File: src/shared/mcast_fwd_pkg.sv
package mcast_fwd_pkg;
  // register byte offsets
  localparam logic [7:0] CTRL_OFFSET = 8'h00;
  localparam logic [7:0] STATUS_OFFSET = 8'h04;
  localparam logic [7:0] TBL_IDX_OFFSET = 8'h08;
  localparam logic [7:0] TBL_CTRL_OFFSET = 8'h0c;
  localparam logic [7:0] TBL_DATA_OFFSET = 8'h10;
  // control fields
  localparam int CTRL_GLOBAL_DIS_BIT = 0;
  localparam int CTRL_POLICY_LSB = 4;
  localparam logic [31:0] CTRL_RESET = 32'h0000_0000;
  // table control / data fields
  localparam int TBL_FORCE_DIS_BIT = 0;
  localparam int TBL_MODE_LSB = 0;
  localparam int TBL_MRX_BIT = 2;
  localparam int TBL_DONE_BIT = 3;
  localparam int TBL_IGMP_LSB = 4;
  localparam int TBL_MLD_LSB = 6;
  localparam int TBL_PRIM_LSB = 8;
  // status fields
  localparam int STATUS_GRANT_LSB = 0;
  localparam int STATUS_COUNT_LSB = 8;
  // granted label_based_multicast_forwarding capability values
  localparam logic [1:0] CAP_DISABLED = 2'h0;
  localparam logic [1:0] CAP_EXPLICIT = 2'h1;
  localparam logic [1:0] CAP_PROMISC = 2'h2;
  // frame_control_type of a packet PDU header
  localparam logic [1:0] FRAME_CONTROL_TYPE_PACKET = 2'h0;
  // downstream_extended_header lengths in bytes
  localparam logic [2:0] EHDR_NONE = 3'h0;
  localparam logic [2:0] EHDR_1B = 3'h1;
  localparam logic [2:0] EHDR_3B = 3'h3;
  localparam logic [2:0] EHDR_5B = 3'h5;
  // group-management versions
  localparam logic [1:0] IGMP_V2 = 2'h2;
  localparam logic [1:0] IGMP_V3 = 2'h3;
  localparam logic [1:0] MLD_NONE = 2'h0;
  localparam logic [1:0] MLD_V2 = 2'h2;
  // header policy for copies toward disabled modems
  typedef enum logic [1:0] {
    POL_NONE = 2'b00,
    POL_1B = 2'b01,
    POL_3B = 2'b10,
    POL_5B = 2'b11
  } ehdr_policy_e;
endpackage : mcast_fwd_pkg

File: src/rtl/mcast_fwd.sv
`timescale 1ns/1ps
module mcast_fwd
  import mcast_fwd_pkg::*;
#(
  parameter int NUM_MODEMS = 16,
  parameter int CH_W = 8
) (
  input wire logic clk_i,
  input wire logic rst_i,
  input wire logic wb_cyc_i,
  input wire logic wb_stb_i,
  input wire logic wb_we_i,
  input wire logic [7:0] wb_adr_i,
  input wire logic [31:0] wb_dat_i,
  input wire logic [3:0] wb_sel_i,
  output logic [31:0] wb_dat_o,
  output logic wb_ack_o,
  input wire logic reg_valid_i,
  input wire logic [$clog2(NUM_MODEMS)-1:0] reg_modem_i,
  input wire logic reg_cap_present_i,
  input wire logic [1:0] reg_cap_i,
  input wire logic [CH_W-1:0] reg_primary_ch_i,
  input wire logic reg_multi_rx_i,
  output logic rsp_valid_o,
  output logic [1:0] rsp_cap_o,
  input wire logic rep_valid_i,
  input wire logic [$clog2(NUM_MODEMS)-1:0] rep_modem_i,
  input wire logic rep_prereg_i,
  input wire logic [CH_W-1:0] rep_ch_i,
  input wire logic rep_bonded_i,
  output logic rep_valid_o,
  output logic [CH_W-1:0] rep_ch_o,
  output logic rep_bonded_o,
  output logic [1:0] rep_frame_control_type_o,
  output logic [2:0] rep_ehdr_len_o,
  output logic rep_label_en_o,
  input wire logic sig_valid_i,
  input wire logic [$clog2(NUM_MODEMS)-1:0] sig_modem_i,
  input wire logic sig_mcast_i,
  input wire logic sig_reseq_i,
  input wire logic sig_isolating_sa_i,
  output logic sig_valid_o,
  output logic sig_mcast_enc_o,
  output logic sig_reseq_o,
  output logic sig_sa_ok_o
);
  localparam int IDW = $clog2(NUM_MODEMS);

  initial begin
    if (NUM_MODEMS < 2 || NUM_MODEMS > 256 || CH_W < 1 || CH_W > 16) begin
      $error("mcast_fwd: unsupported parameters");
    end
  end

  function automatic logic is_disabled(input logic [1:0] mode, input logic done);
    is_disabled = (mode == CAP_DISABLED) || !done;
  endfunction : is_disabled

  //////////////////////////////////////////////////////////////////////////////
  // per-modem state, then global registers and decodes
  logic [1:0] mode_mem [NUM_MODEMS];
  logic [CH_W-1:0] prim_mem [NUM_MODEMS];
  logic [NUM_MODEMS-1:0] mrx_reg;
  logic [NUM_MODEMS-1:0] done_reg;
  logic [NUM_MODEMS-1:0] force_dis_reg;
  logic [31:0] ctrl_reg;
  logic [IDW-1:0] tbl_idx_reg;
  logic [7:0] reg_count_reg;
  logic [1:0] last_grant_reg;
  logic global_dis;
  ehdr_policy_e policy;
  logic [1:0] grant;
  logic rep_dis;
  logic sig_dis;
  logic wb_req;
  logic wb_wr;

  assign global_dis = ctrl_reg[CTRL_GLOBAL_DIS_BIT];
  assign policy = ehdr_policy_e'(ctrl_reg[CTRL_POLICY_LSB +: 2]);
  assign wb_req = wb_cyc_i && wb_stb_i && !wb_ack_o;
  // writes land on the edge where the master samples ack, so both sides agree on when
  assign wb_wr = wb_cyc_i && wb_stb_i && wb_we_i && wb_ack_o;
  assign rep_dis = is_disabled(mode_mem[rep_modem_i], done_reg[rep_modem_i]);
  assign sig_dis = is_disabled(mode_mem[sig_modem_i], done_reg[sig_modem_i]);

  // granted capability: forced zero by software, zero for absent or zero reports
  always_comb begin
    if (!reg_cap_present_i || reg_cap_i == CAP_DISABLED) begin
      grant = CAP_DISABLED;
    end else if (global_dis || force_dis_reg[reg_modem_i]) begin
      grant = CAP_DISABLED;
    end else if (reg_cap_i == CAP_PROMISC) begin
      grant = CAP_PROMISC;
    end else begin
      grant = CAP_EXPLICIT; // reserved code 3 falls back to explicit
    end
  end

  //////////////////////////////////////////////////////////////////////////////
  // registration: record the mode flag and answer with the grant
  // cleared on reset so an unregistered modem reads back disabled on channel zero
  always_ff @(posedge clk_i) begin
    if (rst_i) begin
      for (int m = 0; m < NUM_MODEMS; m++) begin
        mode_mem[m] <= CAP_DISABLED;
        prim_mem[m] <= '0;
      end
    end else if (reg_valid_i) begin
      mode_mem[reg_modem_i] <= grant;
      prim_mem[reg_modem_i] <= reg_primary_ch_i;
    end
  end

  always_ff @(posedge clk_i) begin
    if (rst_i) begin
      done_reg <= '0;
      mrx_reg <= '0;
      rsp_valid_o <= 1'b0;
      rsp_cap_o <= CAP_DISABLED;
      last_grant_reg <= CAP_DISABLED;
      reg_count_reg <= 8'h00;
    end else begin
      rsp_valid_o <= reg_valid_i;
      if (reg_valid_i) begin
        done_reg[reg_modem_i] <= 1'b1;
        mrx_reg[reg_modem_i] <= reg_multi_rx_i;
        rsp_cap_o <= grant;
        last_grant_reg <= grant;
        if (reg_count_reg != 8'hff) begin
          reg_count_reg <= reg_count_reg + 8'h01; // saturates so it never wraps
        end
      end
    end
  end

  //////////////////////////////////////////////////////////////////////////////
  // replication decision, one cycle after the request
  always_ff @(posedge clk_i) begin
    if (rst_i) begin
      rep_valid_o <= 1'b0;
      rep_ch_o <= '0;
      rep_bonded_o <= 1'b0;
      rep_frame_control_type_o <= FRAME_CONTROL_TYPE_PACKET;
      rep_ehdr_len_o <= EHDR_NONE;
      rep_label_en_o <= 1'b0;
    end else begin
      rep_valid_o <= rep_valid_i;
      if (rep_valid_i) begin
        rep_frame_control_type_o <= FRAME_CONTROL_TYPE_PACKET;
        if (rep_prereg_i) begin
          rep_ch_o <= rep_ch_i;
          rep_bonded_o <= 1'b0;
          rep_ehdr_len_o <= global_dis ? EHDR_NONE : EHDR_3B;
          rep_label_en_o <= !global_dis;
        end else if (rep_dis) begin
          rep_ch_o <= prim_mem[rep_modem_i];
          rep_bonded_o <= 1'b0;
          case (policy)
            POL_NONE: rep_ehdr_len_o <= EHDR_NONE;
            POL_1B: rep_ehdr_len_o <= EHDR_1B;
            POL_3B: rep_ehdr_len_o <= EHDR_3B;
            POL_5B: rep_ehdr_len_o <= EHDR_5B;
            default: rep_ehdr_len_o <= EHDR_NONE;
          endcase
          // the modem ignores a 3-byte label it never learnt, so one copy can serve all
          rep_label_en_o <= (policy == POL_3B) || (policy == POL_5B);
        end else begin
          rep_ch_o <= rep_ch_i;
          rep_bonded_o <= rep_bonded_i;
          rep_ehdr_len_o <= EHDR_3B;
          rep_label_en_o <= 1'b1;
        end
      end
    end
  end

  //////////////////////////////////////////////////////////////////////////////
  // label signalling filter toward one modem
  always_ff @(posedge clk_i) begin
    if (rst_i) begin
      sig_valid_o <= 1'b0;
      sig_mcast_enc_o <= 1'b0;
      sig_reseq_o <= 1'b0;
      sig_sa_ok_o <= 1'b0;
    end else begin
      sig_valid_o <= sig_valid_i;
      if (sig_valid_i) begin
        sig_mcast_enc_o <= sig_mcast_i && !sig_dis;
        sig_reseq_o <= sig_reseq_i || (sig_dis && mrx_reg[sig_modem_i] && policy == POL_5B);
        sig_sa_ok_o <= !(sig_dis && sig_isolating_sa_i);
      end
    end
  end

  //////////////////////////////////////////////////////////////////////////////
  // wishbone slave: one-cycle ack, unmapped reads return zero, writes ignored
  always_ff @(posedge clk_i) begin
    if (rst_i) begin
      wb_ack_o <= 1'b0;
      wb_dat_o <= 32'h0000_0000;
    end else begin
      wb_ack_o <= wb_req;
      wb_dat_o <= 32'h0000_0000;
      if (wb_req && !wb_we_i) begin
        case (wb_adr_i)
          CTRL_OFFSET: wb_dat_o <= ctrl_reg;
          STATUS_OFFSET: begin
            wb_dat_o[STATUS_GRANT_LSB +: 2] <= last_grant_reg;
            wb_dat_o[STATUS_COUNT_LSB +: 8] <= reg_count_reg;
          end
          TBL_IDX_OFFSET: wb_dat_o[IDW-1:0] <= tbl_idx_reg;
          TBL_CTRL_OFFSET: wb_dat_o[TBL_FORCE_DIS_BIT] <= force_dis_reg[tbl_idx_reg];
          TBL_DATA_OFFSET: begin
            wb_dat_o[TBL_MODE_LSB +: 2] <= mode_mem[tbl_idx_reg];
            wb_dat_o[TBL_MRX_BIT] <= mrx_reg[tbl_idx_reg];
            wb_dat_o[TBL_DONE_BIT] <= done_reg[tbl_idx_reg];
            // version reporting follows the stored mode flag
            if (is_disabled(mode_mem[tbl_idx_reg], done_reg[tbl_idx_reg])) begin
              wb_dat_o[TBL_IGMP_LSB +: 2] <= IGMP_V2;
              wb_dat_o[TBL_MLD_LSB +: 2] <= MLD_NONE;
            end else begin
              wb_dat_o[TBL_IGMP_LSB +: 2] <= IGMP_V3;
              wb_dat_o[TBL_MLD_LSB +: 2] <= MLD_V2;
            end
            wb_dat_o[TBL_PRIM_LSB +: CH_W] <= prim_mem[tbl_idx_reg];
          end
          default: wb_dat_o <= 32'h0000_0000;
        endcase
      end
    end
  end

  // register writes honour byte lanes
  always_ff @(posedge clk_i) begin
    if (rst_i) begin
      ctrl_reg <= CTRL_RESET;
      tbl_idx_reg <= '0;
      force_dis_reg <= '0;
    end else if (wb_wr) begin
      if (wb_adr_i == CTRL_OFFSET) begin
        for (int b = 0; b < 4; b++) begin
          if (wb_sel_i[b]) begin
            ctrl_reg[b*8 +: 8] <= wb_dat_i[b*8 +: 8];
          end
        end
      end
      if (wb_adr_i == TBL_IDX_OFFSET && wb_sel_i[0]) begin
        tbl_idx_reg <= wb_dat_i[IDW-1:0];
      end
      if (wb_adr_i == TBL_CTRL_OFFSET && wb_sel_i[0]) begin
        force_dis_reg[tbl_idx_reg] <= wb_dat_i[TBL_FORCE_DIS_BIT];
      end
    end
  end

  //////////////////////////////////////////////////////////////////////////////
  // checks
  a_grant_absent_zero: assert property (@(posedge clk_i) disable iff (rst_i)
    reg_valid_i && !reg_cap_present_i |=> rsp_valid_o && rsp_cap_o == CAP_DISABLED)
    else $error("absent capability not granted zero");

  a_force_dis_grant: assert property (@(posedge clk_i) disable iff (rst_i)
    reg_valid_i && force_dis_reg[reg_modem_i] |=> rsp_cap_o == CAP_DISABLED)
    else $error("forced disable not honoured");

  a_dis_primary_ch: assert property (@(posedge clk_i) disable iff (rst_i)
    rep_valid_i && !rep_prereg_i && rep_dis |=> rep_ch_o == $past(prim_mem[rep_modem_i]) && !rep_bonded_o)
    else $error("disabled copy not on primary channel");

  a_fc_packet_type: assert property (@(posedge clk_i) disable iff (rst_i)
    rep_valid_o |-> rep_frame_control_type_o == FRAME_CONTROL_TYPE_PACKET)
    else $error("copy not packet header type");

  a_prereg_nolabel: assert property (@(posedge clk_i) disable iff (rst_i)
    rep_valid_i && rep_prereg_i && global_dis |=> !rep_label_en_o && rep_ehdr_len_o == EHDR_NONE)
    else $error("pre-registration copy labelled");

  a_no_mcast_label: assert property (@(posedge clk_i) disable iff (rst_i)
    sig_valid_i && sig_dis ##1 sig_valid_o |-> !sig_mcast_enc_o)
    else $error("multicast label signalled to disabled modem");

  a_no_isolating_sa: assert property (@(posedge clk_i) disable iff (rst_i)
    sig_valid_i && sig_dis && sig_isolating_sa_i |=> !sig_sa_ok_o)
    else $error("isolating association granted");

  a_reseq_5byte: assert property (@(posedge clk_i) disable iff (rst_i)
    sig_valid_i && sig_dis && mrx_reg[sig_modem_i] && policy == POL_5B |=> sig_reseq_o)
    else $error("5-byte label not signalled as resequencing");

  a_wb_ack_pulse: assert property (@(posedge clk_i) disable iff (rst_i)
    wb_ack_o |=> !wb_ack_o)
    else $error("ack longer than one cycle");
endmodule : mcast_fwd

File: config.mk
export PLATFORM = sky130hd
export DESIGN_NAME = mcast_fwd
export DESIGN_NICKNAME = d
export VERILOG_FILES = /design/src/shared/mcast_fwd_pkg.sv /design/src/rtl/mcast_fwd.sv
export SDC_FILE = /design/constraint.sdc
export NUM_CORES = 1
export LEC_CHECK = 0
export ABC_AREA = 1
export ABC_CLOCK_PERIOD_IN_PS = 2300
export BUFFER_PORTS_ARGS = -buffer_cell sky130_fd_sc_hd__buf_2
export CAP_MARGIN = 40
export CORE_MARGIN = 2
export CORE_UTILIZATION = 44
export CTS_CLUSTER_SIZE = 12
export DETAILED_ROUTE_END_ITERATION = 8
export SLEW_MARGIN = 0
export SYNTH_ARGS = -nofsm -noshare
export SYNTH_HDL_FRONTEND = slang
export SYNTH_SLANG_ARGS = --single-unit
File: constraint.sdc
create_clock -name clk_i -period 2.3 [get_ports clk_i]
set_input_delay 0 -clock clk_i [delete_from_list [all_inputs] [get_ports clk_i]]
set_output_delay 0 -clock clk_i [all_outputs]
set_load 0.01 [all_outputs]
* Yosys cells after proc, flatten, opt, wreduce, memory -nomap -nowiden
Memories as Yosys holds them, arrays and structs flattened. A register that Yosys moved wholly into a read port is not among the register bits.
Index checks and enable logic that the tools add are counted.
W data, S select, Z words.
** Storage, ports and cells
- Bits in registers :: 146
- Bits in latches :: 0
- RAM bits :: 160
- Memory bits (read-only) :: 0
- Input bits :: 89
- Output and inout bits :: 56
- Word-level logic and storage cells :: 144
- Memories :: 2
** Memory list
- prim_mem :: depth 16, bits a word 8, rd ports 2, clocked after Yosys merged registers in 1, wr ports 16, line mcast_fwd.sv:62 : logic [CH_W-1:0] prim_mem [NUM_MODEMS];
- mode_mem :: depth 16, bits a word 2, rd ports 3, clocked after Yosys merged registers in 1, wr ports 16, line mcast_fwd.sv:61 : logic [1:0] mode_mem [NUM_MODEMS];
** Cells by class
- $add $sub $neg :: 1
- Multiply operators :: 0
- Divide/modulo/power cells :: 0
- $lt $le $gt $ge :: 6
- Equality and inequality tests :: 9
- Shifts and indexed selects :: 0
- Multiplexer cells :: 54
- Bitwise logic cells :: 3
- Reductions and logical operators :: 46
** Operator list (count)
- $bwmux W16 :: 2
- $bmux W1 S4 :: 7
- $mux W4 :: 7
- $mux W8 :: 3
- $pmux W8 S3 :: 1
- $lt A4 B5 Y1 const B :: 4
- $mux W1 :: 20
- $eq A8 B4 Y1 const B :: 2
- $or A16 B16 Y16 :: 1
- $logic_and A1 B1 Y1 :: 13
- $pmux W3 S4 :: 1
- $reduce_and A3 Y1 :: 4
- $logic_not A2 Y1 :: 5
- $mux W2 :: 5
- $logic_not A1 Y1 :: 9
- $add A8 B1 Y8 const B :: 1
- $demux W1 S4 :: 2
- $eq A8 B3 Y1 const B :: 1
- $eq A8 B5 Y1 const B :: 1
- $ge A4 B1 Y1 const B :: 2
- $logic_not A8 Y1 :: 1
- $ne A8 B8 Y1 const B :: 1
- $pmux W4 S2 :: 1
- $reduce_or A8 Y1 :: 1
- 11 further kinds :: 24

* Logic depth before layout (Yosys ltp)
Gate-level depths: netlist of run 1.
- Depth after elaboration :: 7
- Mapped depth :: 13

* Worst setup path after synthesis of run 1
Ideal clock, no wire load.
- Kind :: input port to flip-flop
- Start point :: in rst_i
- End point :: mem mode_mem[7][0] (enable)
- Setup time :: 0.340 ns
- Arrival time :: 1.200 ns
- Data required time :: 1.960 ns
- Setup slack :: 0.760 ns
- Stages :: 6
- Path buffers :: 3
- Path through :: clkbuf_1 -> nor2_2 -> buf_4 -> nand3_1 -> buf_2 -> nand2_1
** RTL lines
- start: declaration :: line mcast_fwd.sv:9 : input wire logic rst_i,
- end: declaration :: line mcast_fwd.sv:61

==> results of run 1 <==
==> logic make-up after synthesis <==
group / synth area share
and+or+nand+nor: 0.2082
xor gates and xnor gates: 0.0005779
other: 0.0002474
AOI/OAI and AO/OA: 0.1899
adders and majority gates: 0.0008252
DFF: 0.5150
buffers and inverters: 0.08526
==> critical path, cell delays in order, from the launching register on <==
cell and delay [ns]:
edfxtp_1 0.41, nor2_2 0.16, nand2_1 0.07, nand3_1 0.08
nand2_1 0.05, nand2_1 0.06, nand3_1 0.10, nand2_2 0.12
buf_12 0.16, nand3_2 0.06, nand2_1 0.13, o21ai_1 0.07
dlygate4sd3_1 0.56
==> power groups by stage <==
stage          Clock, mW  Combinational (mW)  Sequential, mW
6_report            5.67                1.09            6.12
4_1_cts             5.73                1.07            6.11
5_1_grt             5.93                1.19            6.14
3_5_place_dp           0               0.966            6.23
3_3_place_gp           0               0.955            6.22
2_1_floorplan          0               0.575            6.21
==> area by class of cell <==
| cell class | count | area (sq um) | share of cell area |
|---|---|---|---|
| tap | 448 | 560.5 | 0.03041 |
| timing repair buffer | 292 | 2160 | 0.1171 |
| inverter | 175 | 656.9 | 0.03563 |
| sequential | 310 | 7812 | 0.4238 |
| clock buffer | 54 | 1082 | 0.05871 |
| clock inverter | 13 | 87.58 | 0.004751 |
| multi-input combinational | 1266 | 6076 | 0.3296 |
==> repair_timing <==
action | CTS | global route
buffers inserted | 0 | 3
endpoints found under the setup margin | 0 | 10
endpoints found under the hold margin | 81 | 0
resized for setup | 0 | 8
hold buffers | 94 | 0
==> per-layer routing <==
metal,global-route usage,vias up,routed length [um]
met3,0.03413,148,3609
met4,0.1312,0,2304
li1,-,6755,-
met5,0,-,0
met1,0.3604,6713,20820
met2,0.4627,667,24010
==> metrics by stage <==
stage          instance area (sq um)  utilization
3_5_place_dp                   16280       0.4830
4_1_cts                        18390       0.5456
2_1_floorplan                  15160            -
5_1_grt                        18440       0.5470
6_report                       18440       0.5470
3_3_place_gp                   16270       0.4828
==> final timing paths <==
path | start | to | slack [ns] | cells past startpoint
worst max-delay path | mode_mem[14][1]$_SDFFCE_PN0P_ | rep_label_en_o$_SDFFE_PP0P_ | 0.15 | 12
worst max register to register | mode_mem[14][1]$_SDFFCE_PN0P_ | rep_label_en_o$_SDFFE_PP0P_ | 0.15 | 12
worst min register to register | ctrl_reg[21]$_SDFFE_PP0P_ | wb_dat_o[21]$_SDFF_PP0_ | 0.42 | 2
worst min-delay path | reg_multi_rx_i | mrx_reg[5]$_SDFFE_PP0P_ | -0.003 | 3
==> layout by cell type (no fill, tap or decap), types with 6 or more instances in the layout <==
cell             n
o21ai_0        273
nor2_1         267
nand2_1        258
inv_1          165
edfxtp_1       160
dfxtp_1        148
buf_2          142
a21oi_1        140
nand3_1        102
dlygate4sd3_1   94
buf_4           49
clkbuf_16       39
nor3_1          36
nor2_2          31
a22oi_1         31
o21ai_1         30
a31oi_1         27
o211ai_1        18
nand4_1         10
clkinv_1        10
clkbuf_1        10
o22ai_1          9
buf_12           7
clkinv_2         6
==> flow_metrics.tcl, run 1 <==
set metrics [dict create \
    outcome "complete, but fails checks" \
    violations "negative hold slack" \
    finalCritPeriodShare 0.9351 \
    vias_per_cell 5.584 \
    synth_top_cell_by_area "edfxtp_1" \
    start_util 0.4498 \
    switching_share 0.2419 \
    fin_cells 2558 \
    seqPwrFrac 0.475 \
    ys_seq_area_frac 0.5150 \
    synthTopCellsByCount "o21ai_0 (273), nor2_1 (271), nand2_1 (259)" \
    cp-end-kind "register" \
    tns_ns 0 \
    drive_gt1_frac 0.1464 \
    intPower_mw 9.762 \
    numCtsBuffers 37 \
    clk_pin_slew_ns 0.06 \
    design_power_total_mw 12.88 \
    p_sw_mw 3.115 \
    syn2layout_area_growth_pct 21.61 \
    worstPathArrival_ns 2.57 \
    maxSlewHeadroom 0.4287 \
    die_w_um 189.6 \
    nets 2172 \
    holdWs_ns -0.002504 \
    tightest_slew_ns 0.8537 \
    grt_start_max_net_pins 105 \
    syn_area_sq_um 15160 \
    drc 0 \
    worst_slack_ns 0.1493 \
    die_h_um 189.6 \
    gp_congestion 0.8925 \
    required_ns 2.72 \
    powerDensity_nw_per_um2 698.5 \
    final-hold-violation-count 2 \
    period_needed_ns 2.151 \
    dieArea_sq_um 35950 \
    irDropWorstVdd_v 0.0005747 \
    nFillCells 3133 \
    routed_wl_um 50750 \
    grt_pass1_vias 13730 \
    max-cap-violations 0 \
    cts_root_buffer "clkbuf_16" \
    postSynthCellCount 1877 \
    antennaDiodeCount 0 \
    yosysWarnings 0 \
    drtPass1Iterations 6 \
    clockBufferDepth 3 \
    wire_per_inst_um 19.84 \
    pwr-share-clk 0.440 \
    worst_setup_path_start_kind "register" \
    ios 145 \
    grt_overflow 0 \
    ant_nets 0 \
    vias 14280 \
    worstSetupPathType "register to register" \
    antenna_found_initial 0 \
    synth_edf_count 160 \
    grt_pass1_wl_um 77210 \
    top_register "prim_mem" \
    core_sq_um 33700 \
    cts_tree "done" \
    post-place-ws_ns 0.4356 \
    yosysMostFrequentCell "o21ai_0" \
    ys_types 45 \
    clock_latency_ns 0.53 \
    rows 67 \
    path_max_fanout 20 \
    combPwrFrac 0.085 \
    cts.htree.levels 2 \
    power.static_leakage_nw 7.540 \
    dp_cells 2394 \
    portBuffers 142 \
    yosysTopAreaCellShare 0.3169 \
    synth-seq-cells 310 \
    drtIter0Drc 1373 \
    synthArstFlopShare 0 \
    synthTopCellsByArea "edfxtp_1 (32%), dfxtp_1 (20%), o21ai_0 (9.0%), nor2_1 (6.7%), nand2_1 (6.4%)" \
    finalSetupViolations 0 \
    drv_slew 0 \
    finClkSkew_ns 0.01896 \
    hp-class "primary input to register" \
    max_freq_mhz 465.0 \
    avgSynthCellArea_sq_um 8.076 \
    grt_use_total 0.2774 \
    largest_register_ffs 128 \
    clock-sinks 310 \
    synth_ff_type "edfxtp_1" \
    dp_hpwl_um 33670 \
]
Power figures use the tool's default switching activity.
==> run 2: changes to the inputs <==
--- a/config.mk
+++ b/config.mk
@@ -13,6 +13,7 @@
 export CORE_UTILIZATION = 44
 export CTS_CLUSTER_SIZE = 12
 export DETAILED_ROUTE_END_ITERATION = 8
+export RECOVER_POWER = 100
 export SLEW_MARGIN = 0
 export SYNTH_ARGS = -nofsm -noshare
 export SYNTH_HDL_FRONTEND = slang
==> flow_metrics.tcl, run 2 (synthesized netlist as in run 1, its figures left out) <==
set metrics [dict create \
    outcome "complete, but fails checks" \
    violations "negative hold slack" \
    grt_use_total 0.2774 \
    post-place-ws_ns 0.4356 \
    ios 145 \
    dp_hpwl_um 33670 \
    nFillCells 3178 \
    dieArea_sq_um 35950 \
    drtPass1Iterations 5 \
    rr_endpoint "rep_label_en_o$_SDFFE_PP0P_" \
    die_w_um 189.6 \
    final-hold-violation-count 1 \
    clk_pin_slew_ns 0.06 \
    wire_per_inst_um 19.87 \
    antennaDiodeCount 0 \
    irDropWorstVdd_v 0.0005745 \
    drc 0 \
    max_freq_mhz 461.6 \
    final_cell_mix "o21ai_0 (276), nor2_1 (272), nand2_1 (262)" \
    grt_pass1_wl_um 77210 \
    tightest_slew_ns 1.158 \
    worst_slack_ns 0.1338 \
    max-cap-violations 0 \
    cts_tree "done" \
    period_needed_ns 2.166 \
    portBuffers 142 \
    hp-class "primary input to register" \
    clockBufferDepth 3 \
    powerDensity_nw_per_um2 706.3 \
    grt_pass1_vias 13730 \
    worstPathArrival_ns 2.36 \
    design_power_total_mw 12.88 \
    grt_start_max_net_pins 105 \
    holdWs_ns -0.001699 \
    syn2layout_area_growth_pct 20.30 \
    numCtsBuffers 37 \
    largest_register_ffs 128 \
    finClkSkew_ns 0.02151 \
    rows 67 \
    worst-r2r-cell-count 12 \
    final_common_cell "o21ai_0" \
    antenna_found_initial 0 \
    ant_nets 0 \
    path_max_fanout 17 \
    grt_overflow 0 \
    hp-start "reg_multi_rx_i" \
    vias_per_cell 5.599 \
    drtIter0Drc 1567 \
    worstSetupPathType "primary input to register" \
    die_h_um 189.6 \
    min_to "mrx_reg[3]$_SDFFE_PP0P_" \
    r2r_slack_ns 0.15 \
    finalCritPeriodShare 0.9418 \
    maxSlewHeadroom 0.2278 \
    finalSetupViolations 0 \
    vias 14320 \
    cts.htree.levels 2 \
    routed_wl_um 50830 \
    core_sq_um 33700 \
    clock-sinks 310 \
    r2r-start "mode_mem[14][1]$_SDFFCE_PN0P_" \
    gp_congestion 0.8925 \
    top_register "prim_mem" \
    cp-end-kind "register" \
    required_ns 2.50 \
    nets 2172 \
    power.static_leakage_nw 7.250 \
    worst_setup_path_start_kind "primary input" \
    drive_gt1_frac 0.1062 \
    clock_latency_ns 0.53 \
    start_util 0.4498 \
    holdPathStages 3 \
    drv_slew 0 \
    cts_root_buffer "clkbuf_16" \
]
[run 2: cell types whose count changed in the layout (fill, tap and decap cells not counted), sizes merged]
| cell | delta |
|---|---|
| buf | -76 |
| clkbuf | +76 |
[run 2: final cells by class]
| class | instances | area [sq um] | share of cell area |
|---|---|---|---|
| tap | 448 | 560.5 | 0.03074 |
| sequential | 310 | 7809 | 0.4282 |
| timing repair buffer | 292 | 2012 | 0.1103 |
| clock inverter | 13 | 87.58 | 0.004803 |
| inverter | 175 | 656.9 | 0.03602 |
| clock buffer | 54 | 1082 | 0.05935 |
| multi-input combinational | 1266 | 6028 | 0.3306 |
[run 2: worst max path at each step]
stage | depth (start not counted) | end | start | slack [ns]
after floorplan | 6 | mode_mem[7][0]$_SDFFCE_PN0P_ | rst_i | 0.76
after global placement | 8 | wb_dat_o[2]$_SDFF_PP0_ | tbl_idx_reg[1]$_SDFFE_PP0P_ | 0.44
after detailed placement | 8 | wb_dat_o[2]$_SDFF_PP0_ | tbl_idx_reg[1]$_SDFFE_PP0P_ | 0.44
after CTS | 12 | rep_ch_o[5]$_SDFFE_PP0P_ | mode_mem[12][0]$_SDFFCE_PN0P_ | 0.05
after global routing | 12 | rep_ch_o[5]$_SDFFE_PP0P_ | mode_mem[15][0]$_SDFFCE_PN0P_ | -0.008
final | 8 | prim_mem[2][6]$_SDFFCE_PN0P_ | rst_i | 0.13
[run 2: critical path: stages]
cell and delay (ns):
dlygate4sd3_1 0.53, buf_2 0.25, nor2_1 0.10, buf_4 0.21
nand3_1 0.08, clkbuf_1 0.73, nand2_1 0.10, clkbuf_2 0.34
[run 2: metrics by stage]
stage | cells | hold WS, ns | util | cell area, sq um | setup TNS [ns]
after CTS | 2555 | 0.005313 | 0.5456 | 18390 | 0
after global routing | 2558 | 0.04764 | 0.5411 | 18240 | -0.01047
after global placement | 2393 | 0.2032 | 0.4828 | 16270 | 0
after floorplan | 1878 | 0.09406 | - | 15160 | 0
final | 2558 | -0.001699 | 0.5411 | 18240 | 0
after detailed placement | 2394 | 0.2065 | 0.4830 | 16280 | 0
[run 2: per-layer routing]
metal / GRT usage / routed length, um / part of all wire
met5: 0 / 0 / 0
met4: 0.1312 / 2292 / 0.045
met3: 0.03413 / 3623 / 0.071
met2: 0.4627 / 24080 / 0.47
met1: 0.3604 / 20840 / 0.41
[run 2: what timing repair did]
action / CTS / global route
hold endpoints to repair: 81 / 0
resized for setup: 0 / 8
hold buffers: 94 / 0
setup endpoints to repair: 0 / 10
buffers inserted: 0 / 3
[run 2: report_power, final]
part           switching, mW  internal (mW)  total [mW]
Clock                   2.31           3.37        5.68
Combinational          0.718          0.362        1.08
Sequential             0.103           6.02        6.12
==> run 3: changes to the inputs <==
--- a/config.mk
+++ b/config.mk
@@ -11,6 +11,7 @@
 export CAP_MARGIN = 40
 export CORE_MARGIN = 2
 export CORE_UTILIZATION = 44
+export CTS_BUF_LIST = sky130_fd_sc_hd__clkbuf_2
 export CTS_CLUSTER_SIZE = 12
 export DETAILED_ROUTE_END_ITERATION = 8
 export RECOVER_POWER = 100
==> flow_metrics.tcl, run 3 (synthesized netlist as in run 1, its figures left out) <==
set metrics [dict create \
    max_freq_mhz 437.0 \
    portBuffers 142 \
    clock_latency_ns 0.93 \
    finalCritPeriodShare 0.9950 \
    syn2layout_area_growth_pct 25.54 \
    dieArea_sq_um 35950 \
    drc 0 \
    hp-class "primary input to register" \
    tightest_slew_ns 1.057 \
    fin_cells 2749 \
    met1_usage 0.3671 \
    numCtsBuffers 83 \
    irDropWorstVdd_v 0.0003150 \
    seqPwrFrac 0.532 \
    pwr-share-clk 0.362 \
    design_power_total_mw 11.49 \
    worstSetupPathType "primary input to register" \
    gr-usage-met2 0.5000 \
    cts_root_buffer "clkbuf_2" \
    max-cap-violations 0 \
    final_common_cell "o21ai_0" \
    cts_tree "done" \
    violations "negative hold slack" \
    combPwrFrac 0.106 \
    power.static_leakage_nw 7.791 \
    worstPathArrival_ns 3.12 \
    holdWs_ns -0.01038 \
    cp-end-kind "register" \
    intPower_mw 8.225 \
    tns_ns 0 \
    rows 67 \
    grtUsageMet3 0.04538 \
    vias_per_cell 5.609 \
    vias 15420 \
    grt_pass1_wl_um 82400 \
    gp_congestion 0.8925 \
    required_ns 3.13 \
    clk_pin_slew_ns 0.10 \
    antenna_found_initial 2 \
    clock-sinks 310 \
    nFillCells 3121 \
    switching_share 0.2840 \
    grt_use_total 0.2975 \
    ant_nets 0 \
    maxSlewHeadroom 0.2954 \
    grt_overflow 0 \
    clockBufferDepth 3 \
    drv_slew 0 \
    dp_cells 2394 \
    grt_pass1_vias 14990 \
    grt_start_max_net_pins 105 \
    cts.htree.levels 3 \
    finClkSkew_ns 0.05362 \
    largest_register_ffs 128 \
    drtIter0Drc 1458 \
    p_sw_mw 3.262 \
    drive_gt1_frac 0.1489 \
    outcome "complete, but fails checks" \
    powerDensity_nw_per_um2 603.6 \
    grt-busiest-layer "met2" \
    wire_per_inst_um 20.00 \
    rsz0062_at_grt "true" \
    worst_setup_path_start_kind "primary input" \
    path_max_fanout 11 \
    start_util 0.4498 \
    nets 2323 \
    dp_hpwl_um 33670 \
    finalSetupViolations 0 \
    drtPass1Iterations 6 \
    ios 145 \
    final-hold-violation-count 1 \
    top_register "prim_mem" \
    core_sq_um 33700 \
    utilization 0.5648 \
    die_h_um 189.6 \
    final_cell_mix "o21ai_0 (272), nor2_1 (265), nand2_1 (258)" \
    r2r_slack_ns 0.11 \
    die_w_um 189.6 \
    period_needed_ns 2.288 \
    routed_wl_um 54980 \
]
-- run 3: cell count changes in the layout (fill, tap and decap cells not counted), sizes merged --
cell / previous run / this run
buf: 122 / 135
dlygate4sd3: 94 / 193
diode: 0 / 4
dlymetal6s4s: 0 / 1
bufinv: 1 / 2
clkbuf: 130 / 205
clkinv: 16 / 12
inv: 171 / 173
-- run 3: worst paths after layout --
path                                          to                      start  depth (start not counted)
hold / removal    rep_ehdr_len_o[2]$_SDFFE_PP0P_             rep_modem_i[1]                          8
setup reg to reg  force_dis_reg[10]$_SDFFE_PP0P_        wb_ack_o$_SDFF_PP0_                          8
hold reg to reg          wb_dat_o[19]$_SDFF_PP0_  ctrl_reg[19]$_SDFFE_PP0P_                          2
setup / recovery          wb_dat_o[7]$_SDFF_PP0_                wb_adr_i[0]                         11
-- run 3: area by class of cell --
class	count	area [sq um]	area share
diodes	4	10.01	0.0005259
clock buffers	137	685.7	0.03603
clock inverters	12	98.84	0.005194
inverters	175	656.9	0.03451
multi-input cells	1266	6088	0.3199
flip-flops and latches	310	7812	0.4105
well taps	448	560.5	0.02945
repair buffers	397	3119	0.1639
-- run 3: stage by stage --
step           area [sq um]  worst slack [ns]  hold WS, ns
2_1_floorplan         15160            0.7603      0.09406
3_3_place_gp          16270            0.4442       0.2032
3_5_place_dp          16280            0.4356       0.2065
4_1_cts               19010           0.04292   0.00007261
5_1_grt               19030          -0.05333      0.01603
6_report              19030           0.01158     -0.01038
-- run 3: what timing repair did --
action	CTS	global route
endpoints found under the setup margin	0	72
endpoints found under the hold margin	343	0
hold buffers	195	0
setup buffers	0	8
resized for setup	0	17
-- run 3: power groups by stage --
stage,Sequential [mW],Combinational (mW),Clock (mW)
after CTS,6.10,1.18,4.20
after floorplan,6.21,0.575,0
after global routing,6.13,1.31,4.46
final,6.11,1.22,4.16
after global placement,6.22,0.955,0
after detailed placement,6.23,0.966,0
-- run 3: per-layer routing --
layer | wire length [um] | vias to the layer above | part of all wire
met5 | 0 | - | 0
met4 | 3018 | 0 | 0.055
met3 | 4069 | 216 | 0.074
met2 | 26370 | 775 | 0.48
met1 | 21520 | 7319 | 0.39
li1 | - | 7110 | -
-- run 3: worst max-delay path, stage by stage --
cell	delay, ns
dlygate4sd3_1	0.54
buf_2	0.13
nor2_2	0.09
dlygate4sd3_1	0.61
nand2_1	0.11
nor2_4	0.13
nand2_4	0.13
inv_1	0.37
dlygate4sd3_1	0.70
nand2_1	0.09
a21oi_1	0.21
